`src/adc_readout_pkg.sv`:
```
// Purpose: shared constants and carriers for the dual converter serial readout
// Assumes: serial pins are sampled by the 40 MHz system clock
// Notes: edge numbers count serial clock falling edges within one 32-cycle group
`default_nettype none
package adc_readout_pkg;
  localparam int RESULT_W = 12;
  localparam int CNT_W = 6;
  localparam int SYNC_STAGES = 2;
  localparam int CLK_SYS_HZ = 40000000;
  // ***************************************
  // falling edge numbers within one group
  // ***************************************
  localparam logic [CNT_W-1:0] EDGE_NONE = 6'h00;
  localparam logic [CNT_W-1:0] EDGE_FIRST = 6'h01;
  localparam logic [CNT_W-1:0] EDGE_CONVERT = 6'h04;
  localparam logic [CNT_W-1:0] EDGE_A_FIRST = 6'h05;
  localparam logic [CNT_W-1:0] EDGE_A_LAST = 6'h10;
  localparam logic [CNT_W-1:0] EDGE_B_FIRST = 6'h15;
  localparam logic [CNT_W-1:0] EDGE_B_LAST = 6'h20;
  // ***************************************
  // reset values
  // ***************************************
  localparam logic CS_N_RESET = 1'b1;
  localparam logic SCLK_RESET = 1'b0;
  localparam logic [RESULT_W-1:0] RESULT_RESET = 12'h000;

  typedef enum logic [2:0] {
    st_off,
    st_arm,
    st_track,
    st_convert,
    st_rest
  } seq_state_t;

  typedef struct packed {
    logic track_phase;
    logic convert_phase;
    logic power_down;
  } phase_t;

  typedef struct packed {
    logic [RESULT_W-1:0] chan_a;
    logic [RESULT_W-1:0] chan_b;
  } sample_pair_t;
endpackage : adc_readout_pkg
`default_nettype wire

```
`src/dual_adc_serial_readout.sv`:
```
// Purpose: serial readout and conversion sequencer of a dual 12-bit converter
// Assumes: host drives frame select and serial clock; results arrive on sample_in
// Notes: serial clock is oversampled, so every pin action lags by a few system cycles
`default_nettype none
module dual_adc_serial_readout
  import adc_readout_pkg::*;
(
  input wire logic clk_sys_in,
  input wire logic rst_n_in,
  input wire logic cs_n_in,
  input wire logic sclk_in,
  input wire sample_pair_t sample_in,
  output logic dout_out,
  output logic dout_oe_n_out,
  output phase_t phase_out
);
  // ***************************************
  // pin sampling
  // ***************************************
  logic [1:0] pins_sync;
  logic cs_n_s;
  logic sclk_s;
  logic cs_n_prev;
  logic sclk_prev;
  logic cs_fall;
  logic sclk_fall;
  seq_state_t state;
  seq_state_t next_state;
  logic [CNT_W-1:0] edge_cnt;
  logic [CNT_W-1:0] next_cnt;
  logic edge_hit;
  sample_pair_t held;

  pin_sync #(
    .WIDTH(2),
    .RESET_VAL({CS_N_RESET, SCLK_RESET})
  ) u_pin_sync (
    .clk_sys_in(clk_sys_in),
    .rst_n_in(rst_n_in),
    .pin_in({cs_n_in, sclk_in}),
    .sync_out(pins_sync)
  );

  assign cs_n_s = pins_sync[1];
  assign sclk_s = pins_sync[0];

  always_ff @(posedge clk_sys_in or negedge rst_n_in) begin
    if (!rst_n_in) begin
      cs_n_prev <= CS_N_RESET;
      sclk_prev <= SCLK_RESET;
    end else begin
      cs_n_prev <= cs_n_s;
      sclk_prev <= sclk_s;
    end
  end

  assign cs_fall = cs_n_prev && !cs_n_s;
  assign sclk_fall = sclk_prev && !sclk_s;

  // ***************************************
  // decoding helpers
  // ***************************************
  function automatic seq_state_t phase_of(input logic [CNT_W-1:0] n);
    if (n < EDGE_CONVERT) begin
      phase_of = st_track;
    end else if (n < EDGE_A_LAST) begin
      phase_of = st_convert;
    end else begin
      phase_of = st_rest;
    end
  endfunction : phase_of

  function automatic logic bit_for(input logic [CNT_W-1:0] n, input sample_pair_t s);
    logic [CNT_W-1:0] ia;
    logic [CNT_W-1:0] ib;
    ia = EDGE_A_LAST - n;
    ib = EDGE_B_LAST - n;
    if (n >= EDGE_A_FIRST && n <= EDGE_A_LAST) begin
      bit_for = s.chan_a[ia[3:0]];
    end else if (n >= EDGE_B_FIRST && n <= EDGE_B_LAST) begin
      bit_for = s.chan_b[ib[3:0]];
    end else begin
      bit_for = 1'b0;
    end
  endfunction : bit_for

  // ***************************************
  // sequencer
  // ***************************************
  always_comb begin
    next_state = state;
    next_cnt = edge_cnt;
    edge_hit = 1'b0;
    if (cs_n_s) begin
      next_state = st_off;
      next_cnt = EDGE_NONE;
    end else if (cs_fall) begin
      if (!sclk_s) begin
        next_state = st_track;
        next_cnt = EDGE_FIRST;
        edge_hit = 1'b1;
      end else begin
        next_state = st_arm;
        next_cnt = EDGE_NONE;
      end
    end else if (sclk_fall && state != st_off) begin
      if (state == st_arm || edge_cnt == EDGE_B_LAST) begin
        next_cnt = EDGE_FIRST;
      end else begin
        next_cnt = edge_cnt + 6'h01;
      end
      next_state = phase_of(next_cnt);
      edge_hit = 1'b1;
    end
  end

  always_ff @(posedge clk_sys_in or negedge rst_n_in) begin
    if (!rst_n_in) begin
      state <= st_off;
      edge_cnt <= EDGE_NONE;
    end else begin
      state <= next_state;
      edge_cnt <= next_cnt;
    end
  end

  // sampled at the start of conversion so the bits match this group
  always_ff @(posedge clk_sys_in or negedge rst_n_in) begin
    if (!rst_n_in) begin
      held <= '{chan_a: RESULT_RESET, chan_b: RESULT_RESET};
    end else if (edge_hit && next_cnt == EDGE_CONVERT) begin
      held <= sample_in;
    end
  end

  // ***************************************
  // serial output
  // ***************************************
  always_ff @(posedge clk_sys_in or negedge rst_n_in) begin
    if (!rst_n_in) begin
      dout_out <= 1'b0;
      dout_oe_n_out <= 1'b1;
    end else if (cs_n_s) begin
      dout_out <= 1'b0;
      dout_oe_n_out <= 1'b1;
    end else begin
      dout_oe_n_out <= 1'b0;
      if (cs_fall) begin
        dout_out <= 1'b0;
      end else if (edge_hit) begin
        dout_out <= bit_for(next_cnt, held);
      end
    end
  end

  always_ff @(posedge clk_sys_in or negedge rst_n_in) begin
    if (!rst_n_in) begin
      phase_out <= '{track_phase: 1'b0, convert_phase: 1'b0, power_down: 1'b1};
    end else begin
      phase_out.track_phase <= (next_state == st_track);
      phase_out.convert_phase <= (next_state == st_convert);
      phase_out.power_down <= (next_state == st_off || next_state == st_rest
                               || next_state == st_arm);
    end
  end
endmodule : dual_adc_serial_readout
`default_nettype wire

```
`src/pin_sync.sv`:
```
// Purpose: two-stage synchroniser for asynchronous pin levels
// Assumes: inputs are slow levels relative to clk_sys_in
// Notes: only the last stage leaves this module
`default_nettype none
module pin_sync
  import adc_readout_pkg::*;
#(
  parameter int WIDTH = 2,
  parameter logic [WIDTH-1:0] RESET_VAL = '0
) (
  input wire logic clk_sys_in,
  input wire logic rst_n_in,
  input wire logic [WIDTH-1:0] pin_in,
  output logic [WIDTH-1:0] sync_out
);
  logic [WIDTH-1:0] stage1;

  always_ff @(posedge clk_sys_in or negedge rst_n_in) begin
    if (!rst_n_in) begin
      stage1 <= RESET_VAL;
      sync_out <= RESET_VAL;
    end else begin
      stage1 <= pin_in;
      sync_out <= stage1;
    end
  end
endmodule : pin_sync
`default_nettype wire

```
`config.mk`:
```
export PLATFORM = sky130hd
export DESIGN_NAME = dual_adc_serial_readout
export DESIGN_NICKNAME = d
export VERILOG_FILES = /design/src/adc_readout_pkg.sv /design/src/dual_adc_serial_readout.sv /design/src/pin_sync.sv
export SDC_FILE = /design/constraint.sdc
export NUM_CORES = 1
export LEC_CHECK = 0
export BUFFER_PORTS_ARGS = -buffer_cell sky130_fd_sc_hd__buf_4
export CORE_UTILIZATION = 52
export DETAILED_ROUTE_END_ITERATION = 6
export GPL_TIMING_DRIVEN = 0
export PLACE_DENSITY_LB_ADDON = 0.1
export SETUP_SLACK_MARGIN = 0.1
export SYNTH_ARGS = -nofsm -noshare
export SYNTH_HDL_FRONTEND = slang
export SYNTH_SLANG_ARGS = --single-unit
```
`constraint.sdc`:
```
create_clock -name clk_sys_in -period 3.8 [get_ports clk_sys_in]
set_input_delay 0.76 -clock clk_sys_in [delete_from_list [all_inputs] [get_ports clk_sys_in]]
set_output_delay 0.76 -clock clk_sys_in [all_outputs]
set_load 0.01 [all_outputs]
```
After elaboration in Yosys (flattened, before gate mapping)
Index checks and enable logic that the tools add are counted.
{"block": "word_totals", "out_inout_bits": 5, "regBits": 44}
{"block": "op_classes", "n_reduce_logical": 14, "n_mux": 28, "eq_ne": 7, "n_addsub": 3, "n_lt_le_gt_ge": 8}
{"op": "6-bit two-way mux", "n": 7}
{"op": "3-bit two-way mux", "n": 5}
{"op": "1-bit two-way mux", "n": 13}
{"op": "4-bit by 5-bit less-than comparator with 1-bit output, second input constant", "n": 2}
{"op": "1-bit binary-select mux with 4-bit select", "n": 2}
{"op": "1-bit by 4-bit subtractor with 4-bit output, first input constant", "n": 2}
{"op": "6-bit by 1-bit adder with 6-bit output, second input constant", "n": 1}
{"op": "3-bit by 1-bit == test with 1-bit output, second input constant", "n": 2}
{"op": "3-bit by 2-bit == test with 1-bit output, second input constant", "n": 2}
{"op": "6-bit by 3-bit == test with 1-bit output, second input constant", "n": 1}
{"op": "6-bit == test, second input constant", "n": 1}
{"op": "6-bit by 3-bit >= comparator with 1-bit output, second input constant", "n": 1}
{"op": "6-bit by 5-bit >= comparator with 1-bit output, second input constant", "n": 1}
{"op": "6-bit by 5-bit <= comparator with 1-bit output, second input constant", "n": 1}
{"op": "6-bit <= comparator, second input constant", "n": 1}
{"op": "1-bit logical AND", "n": 6}
{"op": "6-bit by 3-bit less-than comparator with 1-bit output, second input constant", "n": 1}
{"op": "6-bit by 5-bit less-than comparator with 1-bit output, second input constant", "n": 1}
{"op": "3-bit nonzero test", "n": 2}
{"op": "3-bit == test, second input constant", "n": 1}
{"op": "3-bit zero test", "n": 1}
{"op": "1-bit logical OR", "n": 3}
{"op": "1-bit zero test", "n": 2}
{"op": "2-bit two-way mux", "n": 1}

Longest topological paths before layout
Gate-level depths: netlist (run 1).
{"block": "logic_depth", "word_depth": 17, "ltp_mapped": 15, "ltp_nobuf": 14}

Hierarchy
A second synthesis (run 1) with hierarchy kept.
{"block": "hier_totals", "cells_unflattened": 192, "hier_area_um2": 2354.8}
{"mod": "dual_adc_serial_readout", "cells_each": 188, "instances": 1, "area_each_um2": 2252.2}
{"mod": "pin_sync", "cells_each": 4, "instances": 1, "area_each_um2": 102.6}

Worst setup path after synthesis (run 1)
No wires, ideal clock.
{"block": "synth_timing", "kind": "register to register", "from": "register edge_cnt[0]", "to": "register dout_out", "n_path_buf": 1, "path_stages_with_launch": 15, "setup_time_ps": 123, "arrival_ps": 2638, "setup_slack_ps": 1039, "period_less_slack_ps": 2761, "path_cell_list": "dfrtp_1 -> inv_1 -> ha_1 -> nand4bb_1 -> o21ai_1 -> o311ai_0 -> and2_1 -> buf_6 -> inv_1 -> ha_1 -> mux4_2 -> nor2b_1 -> a211oi_1 -> o31a_1 -> a21oi_1"}
{"block": "synth_via", "elab_chain_cells": 17, "word_cells_on_any_way": 27}
{"item": "start, declared", "line": "dual_adc_serial_readout.sv:29", "source": "logic [CNT_W-1:0] edge_cnt;"}
{"item": "start signal, assigned", "line": "dual_adc_serial_readout.sv:123", "source": "edge_cnt <= next_cnt;"}
{"item": "parallel branches: the longest is 6 deep, another holds 6-bit by 1-bit adder with 6-bit output"}
{"item": "6-bit two-way mux *", "line": "dual_adc_serial_readout.sv:106", "source": "end else if (sclk_fall && state != st_off) begin"}
{"item": "6-bit two-way mux *", "line": "dual_adc_serial_readout.sv:97", "source": "end else if (cs_fall) begin"}
{"item": "6-bit two-way mux *", "line": "dual_adc_serial_readout.sv:94", "source": "if (cs_n_s) begin"}
{"item": "via next_cnt[0]", "line": "dual_adc_serial_readout.sv:30", "source": "logic [CNT_W-1:0] next_cnt;"}
{"item": "1-bit by 4-bit subtractor with 4-bit output", "line": "dual_adc_serial_readout.sv:76, dual_adc_serial_readout.sv:77"}
{"item": "1-bit binary-select mux with 4-bit select", "line": "dual_adc_serial_readout.sv:81", "source": "bit_for = s.chan_b[ib[3:0]];"}
{"item": "1-bit two-way mux (not written as such)", "line": "dual_adc_serial_readout.sv:81"}
{"item": "1-bit two-way mux", "line": "dual_adc_serial_readout.sv:80", "source": "end else if (n >= EDGE_B_FIRST && n <= EDGE_B_LAST) begin"}
{"item": "1-bit two-way mux *", "line": "dual_adc_serial_readout.sv:78", "source": "if (n >= EDGE_A_FIRST && n <= EDGE_A_LAST) begin"}
{"item": "1-bit two-way mux *", "line": "dual_adc_serial_readout.sv:150", "source": "end else if (edge_hit) begin"}
{"item": "1-bit two-way mux *", "line": "dual_adc_serial_readout.sv:148", "source": "if (cs_fall) begin"}
{"item": "1-bit two-way mux *", "line": "dual_adc_serial_readout.sv:143", "source": "end else if (cs_n_s) begin"}
{"item": "end signal, assigned", "line": "dual_adc_serial_readout.sv:151", "source": "dout_out <= bit_for(next_cnt, held);"}
{"item": "end, declared", "line": "dual_adc_serial_readout.sv:13", "source": "output logic dout_out,"}
Mark *: on every way through the listed nets, which the timed path passes. The select of a mux whose other input is x is not followed.
A chain may end at the register's enable or synchronous reset.

Worst setup path after layout (run 1)
Same ends and word-level chain as after synthesis.

==> results of run 1 <==
registers in the layout, indices dropped and copies added, names as in the netlist:
name,count
state,3
sclk_prev,1
edge_cnt,6
u_pin_sync.sync_out,2
held,24
phase_out,3
dout_out,1
u_pin_sync.stage1,2
cs_n_prev,1
path summary, 6_finish.rpt:
path | start | to | slack (ns) | depth (start not counted)
max | edge_cnt[0] | dout_out | 0.57 | 14
min | u_pin_sync.stage1[1] | u_pin_sync.sync_out[1] | 0.36 | 0
max reg2reg | edge_cnt[0] | dout_out | 0.57 | 14
min in group asynchronous | rst_n_in | sclk_prev | 0.43 | 1
max in group asynchronous | rst_n_in | cs_n_prev | 2.99 | 1
min reg2reg | u_pin_sync.stage1[1] | u_pin_sync.sync_out[1] | 0.36 | 0
cell usage in the layout, fill, tap and decap left out, drive strengths merged, types with 2 or more instances in the layout:
| cell | count |
|---|---|
| and2 | 4 |
| mux2 | 24 |
| clkbuf | 5 |
| nand2b | 3 |
| nand2 | 9 |
| ha | 5 |
| nand3b | 2 |
| and3 | 2 |
| or2 | 2 |
| o31a | 2 |
| nor2 | 6 |
| nor3 | 2 |
| a211o | 2 |
| dfrtp | 39 |
| xor2 | 3 |
| o22ai | 2 |
| a211oi | 2 |
| inv | 8 |
| nand3 | 5 |
| a31oi | 3 |
| and2b | 2 |
| dfstp | 4 |
| or3 | 2 |
| clkinv | 2 |
| a21oi | 4 |
| mux4 | 6 |
| buf | 38 |
| o21ai | 9 |
power groups by stage:
| stage | registers (mW) | logic, mW | clock network (mW) |
|---|---|---|---|
| 2_1_floorplan | 0.500 | 0.0706 | 0 |
| 3_3_place_gp | 0.502 | 0.116 | 0 |
| 3_5_place_dp | 0.503 | 0.119 | 0 |
| 4_1_cts | 0.495 | 0.120 | 0.361 |
| 5_1_grt | 0.498 | 0.130 | 0.382 |
| 6_report | 0.495 | 0.118 | 0.351 |
synth_stat cells (2+ instances only):
master                     count  share of area (%)
sky130_fd_sc_hd__nor3_1        2               0.43
sky130_fd_sc_hd__mux4_2        6                5.8
sky130_fd_sc_hd__and2_1        4                1.1
sky130_fd_sc_hd__ha_1          5                2.7
sky130_fd_sc_hd__and2b_1       2               0.65
sky130_fd_sc_hd__nand2b_1      2               0.54
sky130_fd_sc_hd__xor2_1        3                1.1
sky130_fd_sc_hd__buf_6         5                2.4
sky130_fd_sc_hd__nand3_1       4               0.87
sky130_fd_sc_hd__nand3b_1      2               0.65
sky130_fd_sc_hd__mux2_4       20                 13
sky130_fd_sc_hd__nor2_1        5               0.81
sky130_fd_sc_hd__nand2_1       9                1.5
sky130_fd_sc_hd__a21oi_1       3               0.65
sky130_fd_sc_hd__or2_1         2               0.54
sky130_fd_sc_hd__o31a_1        2               0.76
sky130_fd_sc_hd__a211o_1       2               0.76
sky130_fd_sc_hd__a211oi_1      2               0.65
sky130_fd_sc_hd__inv_1         8                1.3
sky130_fd_sc_hd__dfstp_2       4                4.5
sky130_fd_sc_hd__dfrtp_1      39                 42
sky130_fd_sc_hd__and3_1        2               0.54
sky130_fd_sc_hd__a31oi_1       3               0.81
sky130_fd_sc_hd__o21ai_0       8                1.7
sky130_fd_sc_hd__mux2_2        4                1.9
stage by stage:
step | utilization [%] | total power, mW | area (um2)
CTS | 65.8 | 0.976 | 2730
global placement | 63.1 | 0.617 | 2620
global route | 65.8 | 1.01 | 2730
finish | 65.8 | 0.964 | 2730
floorplan | - | 0.571 | 2310
detailed placement | 63.1 | 0.622 | 2620
worst max-delay path, cell delays in order (launching register included):
cell	delay [ns]
sky130_fd_sc_hd__dfrtp_1	0.39
sky130_fd_sc_hd__inv_1	0.09
sky130_fd_sc_hd__ha_1	0.21
sky130_fd_sc_hd__nand4bb_1	0.16
sky130_fd_sc_hd__o21ai_1	0.07
sky130_fd_sc_hd__o311ai_0	0.32
sky130_fd_sc_hd__and2_1	0.21
sky130_fd_sc_hd__buf_6	0.18
sky130_fd_sc_hd__inv_1	0.08
sky130_fd_sc_hd__ha_1	0.46
sky130_fd_sc_hd__mux4_2	0.35
sky130_fd_sc_hd__nor2b_1	0.14
sky130_fd_sc_hd__a211oi_1	0.23
sky130_fd_sc_hd__o31a_1	0.17
sky130_fd_sc_hd__a21oi_1	0.06
metal layers:
layer  vias to the layer above  global-route usage [%]  routed length [um]
li1                        732                       -                   -
met3                         4                    4.93                 140
met5                         -                       0                   0
met2                        33                    37.6                2250
met1                       748                    27.1                1920
met4                         0                    6.51                  44
cell families (layout without fill, tap and decap cells):
logic type,after synthesis,in the layout,synth area share (%)
AND/OR/NAND/NOR,48,48,13.9
flip-flops,43,43,46.8
AO/OA/AOI/OAI,33,33,10.4
multiplexers,30,30,20.8
buffers and inverters,14,54,3.95
adder cells (fa/ha/maj),5,5,2.71
XOR/XNOR,4,4,1.52
cell type report:
cell class,instances,area share [%]
clock inverter,3,1.61
buffer,6,2.25
inverter,8,1.10
sequential,43,39.6
multi-input combinational,120,41.8
tap,50,2.29
timing repair buffer,32,8.81
clock buffer,5,2.52
==> run_summary.xml, run 1 <==
<?xml version="1.0" encoding="UTF-8"?>
<metrics>
  <group name="outcome">
    <metric name="outcome" unit="">completed</metric>
  </group>
  <group name="place">
    <metric name="finalWeightedCongestion" unit="">0.855</metric>
    <metric name="place_hpwl" unit="um">3140</metric>
    <metric name="dp.cells" unit="">259</metric>
    <metric name="port-buffer-count" unit="">32</metric>
    <metric name="dp_slack" unit="ns">0.592</metric>
  </group>
  <group name="global_routing">
    <metric name="grt_util_all_layers" unit="%">21.8</metric>
    <metric name="grt_max_degree" unit="">44</metric>
    <metric name="grt_antenna_before_repair" unit="">0</metric>
    <metric name="wire_length_of_the_first_global_routing_pass" unit="um">7380</metric>
    <metric name="first_global_vias" unit="">1563</metric>
    <metric name="globalRouteOverflowTotal" unit="">0</metric>
  </group>
  <group name="power_and_ir_drop">
    <metric name="power_leakage" unit="nW">1.29</metric>
    <metric name="seq_power_share" unit="%">51.3</metric>
    <metric name="comb_power_share" unit="%">12.2</metric>
    <metric name="max-vdd-ir-drop" unit="uV">251</metric>
    <metric name="switching_share" unit="%">22.9</metric>
    <metric name="clockPowerShare" unit="%">36.4</metric>
    <metric name="power.density" unit="nW/um2">354</metric>
    <metric name="cellInternalPower" unit="mW">0.744</metric>
    <metric name="switchingPower" unit="mW">0.220</metric>
  </group>
  <group name="route">
    <metric name="detailroute.via_count" unit="">1517</metric>
    <metric name="via_per_inst" unit="">5.68</metric>
    <metric name="routed_wl" unit="um">4360</metric>
    <metric name="drc_errors" unit="">0</metric>
    <metric name="detailedRoute.firstPassIterationCount" unit="">4</metric>
    <metric name="wl_per_cell" unit="um">16.3</metric>
    <metric name="antenna_violating_nets_post_route" unit="">0</metric>
    <metric name="drt_iter0_markers" unit="">75</metric>
  </group>
  <group name="cts">
    <metric name="cts_tree" unit="">yes</metric>
    <metric name="cts.path.max_buffers" unit="">2</metric>
    <metric name="cts_hold_buf" unit="">0</metric>
    <metric name="cts-htree-levels" unit="">2</metric>
    <metric name="worst_setup_hold_path_clk_slew" unit="ns">0.08</metric>
    <metric name="worstSkewPairLatency" unit="ns">0.29</metric>
    <metric name="tritoncts_num_sinks" unit="">43</metric>
    <metric name="clockRootBuffer" unit="">sky130_fd_sc_hd__clkbuf_8</metric>
    <metric name="postCtsResizedCells" unit="">0</metric>
    <metric name="post_cts.repair.setup_buffers" unit="">0</metric>
    <metric name="cts_buffers" unit="">5</metric>
  </group>
  <group name="sta">
    <metric name="finalMaxSlewViolations" unit="">0</metric>
    <metric name="max_clock_freq" unit="MHz">310</metric>
    <metric name="worst-slew-pin-transition" unit="ns">0.532</metric>
    <metric name="period_needed" unit="ns">3.23</metric>
    <metric name="timing.slew.headroom" unit="%">64.5</metric>
    <metric name="post-route-period-util" unit="%">84.9</metric>
    <metric name="hold_ws" unit="ns">0.359</metric>
    <metric name="final.setup.worst_slack" unit="ns">0.575</metric>
    <metric name="grt_setup_unrepaired" unit="">no</metric>
    <metric name="finalSetupTns" unit="ns">0</metric>
    <metric name="fin_worst_skew" unit="ns">0.00720</metric>
    <metric name="finalSetupViolCount" unit="">0</metric>
    <metric name="finalHoldViolCount" unit="">0</metric>
  </group>
  <group name="synth">
    <metric name="asyncSetResetFlopFracSynth" unit="%">100</metric>
    <metric name="synthesis.area_per_instance" unit="um2">13.1</metric>
    <metric name="synth-edff-count" unit="">0</metric>
    <metric name="synth_area" unit="um2">2310</metric>
    <metric name="share_of_the_yosys_chip_area_belonging_to_registers" unit="%">46.8</metric>
    <metric name="ys_ff_latch" unit="">43</metric>
    <metric name="yosysUniqueCellTypes" unit="">54</metric>
    <metric name="ys_warns" unit="">0</metric>
    <metric name="netlist_instances" unit="">177</metric>
    <metric name="ys.flop_type" unit="">sky130_fd_sc_hd__dfrtp_1</metric>
    <metric name="synth_nets" unit="">210</metric>
  </group>
  <group name="die">
    <metric name="placementRows" unit="">23</metric>
    <metric name="core_region_area" unit="um2">4140</metric>
    <metric name="i_o_pin_total" unit="">33</metric>
    <metric name="horizontal_die_dimension" unit="um">68.7</metric>
    <metric name="start_util" unit="%">55.8</metric>
    <metric name="die_h" unit="um">68.7</metric>
    <metric name="die_area" unit="um2">4720</metric>
  </group>
  <group name="finish">
    <metric name="diodes" unit="">0</metric>
    <metric name="multi_input_gate_area_in_the_final_layout" unit="um2">1140</metric>
    <metric name="layout-drive-gt1-share" unit="%">41.5</metric>
    <metric name="fill_cells" unit="">317</metric>
    <metric name="ff_latch_area" unit="um2">1080</metric>
    <metric name="final_nets" unit="">249</metric>
    <metric name="area.growth.synth_to_final" unit="%">18.0</metric>
    <metric name="stdcell_count" unit="">267</metric>
  </group>
  <group name="run">
    <metric name="max-cap-violations" unit="">0</metric>
  </group>
  <group name="worst_setup_path">
    <metric name="critical_path_arrival" unit="ns">3.40</metric>
    <metric name="cp.required" unit="ns">3.98</metric>
    <metric name="timing.critical_path.from_type" unit="">flip-flop</metric>
    <metric name="worstPathMaxFanout" unit="">11</metric>
    <metric name="criticalPathCategory" unit="">flip-flop to flip-flop</metric>
    <metric name="critPathCaptureType" unit="">flip-flop</metric>
  </group>
  <group name="min_path">
    <metric name="hold_path_class" unit="">flip-flop to flip-flop</metric>
  </group>
</metrics>
(Power assumes the default switching activity.)
==> run 2, diff against run 1 <==
==> constraint.sdc (replaced) <==
create_clock -name clk_sys_in -period 3.34 [get_ports clk_sys_in]
set_input_delay 0.668 -clock clk_sys_in [delete_from_list [all_inputs] [get_ports clk_sys_in]]
set_output_delay 0.668 -clock clk_sys_in [all_outputs]
set_load 0.01 [all_outputs]
==> run_summary.xml, run 2 (same netlist as run 1, synthesis figures left out) <==
<?xml version="1.0" encoding="UTF-8"?>
<metrics>
  <group name="outcome">
    <metric name="outcome" unit="">completed</metric>
  </group>
  <group name="finish">
    <metric name="ff_latch_area" unit="um2">1080</metric>
    <metric name="layout_top_registers" unit="">held: 24 flops, edge_cnt: 6 flops</metric>
    <metric name="layout.cells.most_common" unit="">sky130_fd_sc_hd__dfrtp_1</metric>
    <metric name="regMostFlops" unit="">held</metric>
    <metric name="multi_input_gate_area_in_the_final_layout" unit="um2">1160</metric>
    <metric name="layout-drive-gt1-share" unit="%">42.9</metric>
    <metric name="final_nets" unit="">249</metric>
    <metric name="diodes" unit="">0</metric>
    <metric name="layout_common_cells" unit="">sky130_fd_sc_hd__dfrtp_1 (39), sky130_fd_sc_hd__buf_4 (32), sky130_fd_sc_hd__mux2_4 (20)</metric>
    <metric name="fill_cells" unit="">311</metric>
    <metric name="area.growth.synth_to_final" unit="%">19.0</metric>
    <metric name="utilization_after_layout" unit="%">66.4</metric>
    <metric name="largest_reg_flops" unit="">24</metric>
  </group>
  <group name="sta">
    <metric name="grt_setup_unrepaired" unit="">no</metric>
    <metric name="fin_worst_skew" unit="ns">0.00686</metric>
    <metric name="post-route-period-util" unit="%">90.5</metric>
    <metric name="finalSetupViolCount" unit="">0</metric>
    <metric name="worst-slew-pin-transition" unit="ns">0.536</metric>
    <metric name="max_clock_freq" unit="MHz">331</metric>
    <metric name="hold_ws" unit="ns">0.346</metric>
    <metric name="finalHoldViolCount" unit="">0</metric>
    <metric name="period_needed" unit="ns">3.02</metric>
    <metric name="finalSetupTns" unit="ns">0</metric>
    <metric name="finalMaxSlewViolations" unit="">0</metric>
    <metric name="timing.slew.headroom" unit="%">64.2</metric>
  </group>
  <group name="min_path">
    <metric name="hold_path_class" unit="">input port to asynchronous set/reset pin</metric>
  </group>
  <group name="route">
    <metric name="drt_iter0_markers" unit="">78</metric>
    <metric name="detailroute.via_count" unit="">1534</metric>
    <metric name="drc_errors" unit="">0</metric>
    <metric name="detailedRoute.firstPassIterationCount" unit="">4</metric>
    <metric name="routed_wl" unit="um">4370</metric>
    <metric name="wl_per_cell" unit="um">16.3</metric>
    <metric name="antenna_violating_nets_post_route" unit="">0</metric>
    <metric name="via_per_inst" unit="">5.75</metric>
  </group>
  <group name="cts">
    <metric name="cts-htree-levels" unit="">2</metric>
    <metric name="cts.path.max_buffers" unit="">2</metric>
    <metric name="tritoncts_num_sinks" unit="">43</metric>
    <metric name="worstSkewPairLatency" unit="ns">0.29</metric>
    <metric name="cts_buffers" unit="">5</metric>
    <metric name="worst_setup_hold_path_clk_slew" unit="ns">0.09</metric>
    <metric name="cts_tree" unit="">yes</metric>
    <metric name="cts_hold_buf" unit="">0</metric>
    <metric name="clockRootBuffer" unit="">sky130_fd_sc_hd__clkbuf_8</metric>
  </group>
  <group name="worst_setup_path">
    <metric name="cp.required" unit="ns">3.52</metric>
    <metric name="criticalPathCategory" unit="">flip-flop to flip-flop</metric>
    <metric name="worstPathMaxFanout" unit="">11</metric>
    <metric name="critical_path_arrival" unit="ns">3.20</metric>
    <metric name="reg2reg_to" unit="">dout_out</metric>
    <metric name="timing.critical_path.from_type" unit="">flip-flop</metric>
    <metric name="ff2ff_path_depth" unit="">14</metric>
    <metric name="r2r-start" unit="">edge_cnt[0]</metric>
    <metric name="critPathCaptureType" unit="">flip-flop</metric>
    <metric name="reg2reg_slack" unit="ns">0.32</metric>
  </group>
  <group name="die">
    <metric name="die_h" unit="um">68.7</metric>
    <metric name="start_util" unit="%">55.8</metric>
    <metric name="die_area" unit="um2">4720</metric>
    <metric name="core_region_area" unit="um2">4140</metric>
    <metric name="horizontal_die_dimension" unit="um">68.7</metric>
    <metric name="i_o_pin_total" unit="">33</metric>
    <metric name="placementRows" unit="">23</metric>
  </group>
  <group name="power_and_ir_drop">
    <metric name="switchingPower" unit="mW">0.252</metric>
    <metric name="clockPowerShare" unit="%">36.3</metric>
    <metric name="cellInternalPower" unit="mW">0.849</metric>
    <metric name="comb_power_share" unit="%">12.6</metric>
    <metric name="power_leakage" unit="nW">1.29</metric>
    <metric name="power.density" unit="nW/um2">400</metric>
    <metric name="seq_power_share" unit="%">51.1</metric>
    <metric name="max-vdd-ir-drop" unit="uV">285</metric>
    <metric name="switching_share" unit="%">22.9</metric>
  </group>
  <group name="place">
    <metric name="place_hpwl" unit="um">3140</metric>
    <metric name="finalWeightedCongestion" unit="">0.855</metric>
    <metric name="port-buffer-count" unit="">32</metric>
  </group>
  <group name="run">
    <metric name="max-cap-violations" unit="">0</metric>
  </group>
  <group name="global_routing">
    <metric name="first_global_vias" unit="">1563</metric>
    <metric name="grt_max_degree" unit="">44</metric>
    <metric name="grt_antenna_before_repair" unit="">0</metric>
    <metric name="globalRouteOverflowTotal" unit="">0</metric>
    <metric name="grt_util_all_layers" unit="%">21.8</metric>
    <metric name="wire_length_of_the_first_global_routing_pass" unit="um">7380</metric>
  </group>
</metrics>
[run 2: through the flow]
stage          instances  instance area [um2]  setup slack (ns)  power, mW
2_1_floorplan        177                 2310             0.579      0.650
3_5_place_dp         259                 2620             0.132      0.708
5_1_grt              267                 2750             0.153       1.15
3_3_place_gp         259                 2620            0.0637      0.702
4_1_cts              267                 2730             0.105       1.11
6_report             267                 2750             0.316       1.10
[run 2: cell type report]
type                            instances  area share (%)
Multi-Input combinational cell        120            42.3
Sequential cell                        43            39.3
Timing Repair Buffer                   32            8.73
Clock buffer                            5            2.50
Tap cell                               50            2.27
Buffer                                  6            2.23
Clock inverter                          3            1.59
Inverter                                8            1.09
[run 2: worst max path at each step]
stage	start	endpoint	depth (start not counted)
2_1_floorplan	edge_cnt[0]	dout_out	14
3_3_place_gp	edge_cnt[0]	dout_out	14
3_5_place_dp	edge_cnt[0]	dout_out	14
4_1_cts	edge_cnt[0]	dout_out	14
5_1_grt	edge_cnt[0]	dout_out	14
6_report	edge_cnt[0]	dout_out	14
[run 2: power by group through the flow]
stage               registers [mW]  clock network (mW)  logic [mW]
CTS                          0.563               0.411       0.136
finish                       0.563               0.400       0.138
global placement             0.571                   0       0.131
floorplan                    0.569                   0      0.0803
global route                 0.566               0.435       0.151
detailed placement           0.573                   0       0.135
[run 2: layer usage]
metal	GRT usage [%]	wire, um	part of all wire [%]
met1	27.1	1950	45
met2	37.6	2250	52
met3	4.93	121	2.8
met4	6.51	41	0.94
met5	0	0	0
[run 2: worst max-delay path, stage by stage (launching register included)]
cell and delay, ns:
sky130_fd_sc_hd__dfrtp_1 0.39, sky130_fd_sc_hd__inv_1 0.09, sky130_fd_sc_hd__ha_1 0.21, sky130_fd_sc_hd__nand4bb_1 0.16
sky130_fd_sc_hd__o21ai_1 0.07, sky130_fd_sc_hd__o311ai_0 0.31, sky130_fd_sc_hd__and2_1 0.21, sky130_fd_sc_hd__buf_6 0.18
sky130_fd_sc_hd__inv_1 0.10, sky130_fd_sc_hd__ha_4 0.33, sky130_fd_sc_hd__mux4_2 0.30, sky130_fd_sc_hd__nor2b_1 0.15
sky130_fd_sc_hd__a211oi_2 0.20, sky130_fd_sc_hd__o31a_1 0.16, sky130_fd_sc_hd__a21oi_1 0.06
[run 2: what timing repair did]
| item | in CTS | in global routing |
|---|---|---|
| setup endpoints to repair | 0 | 1 |
| gates resized for setup | 0 | 4 |
| setup buffers | 0 | 0 |
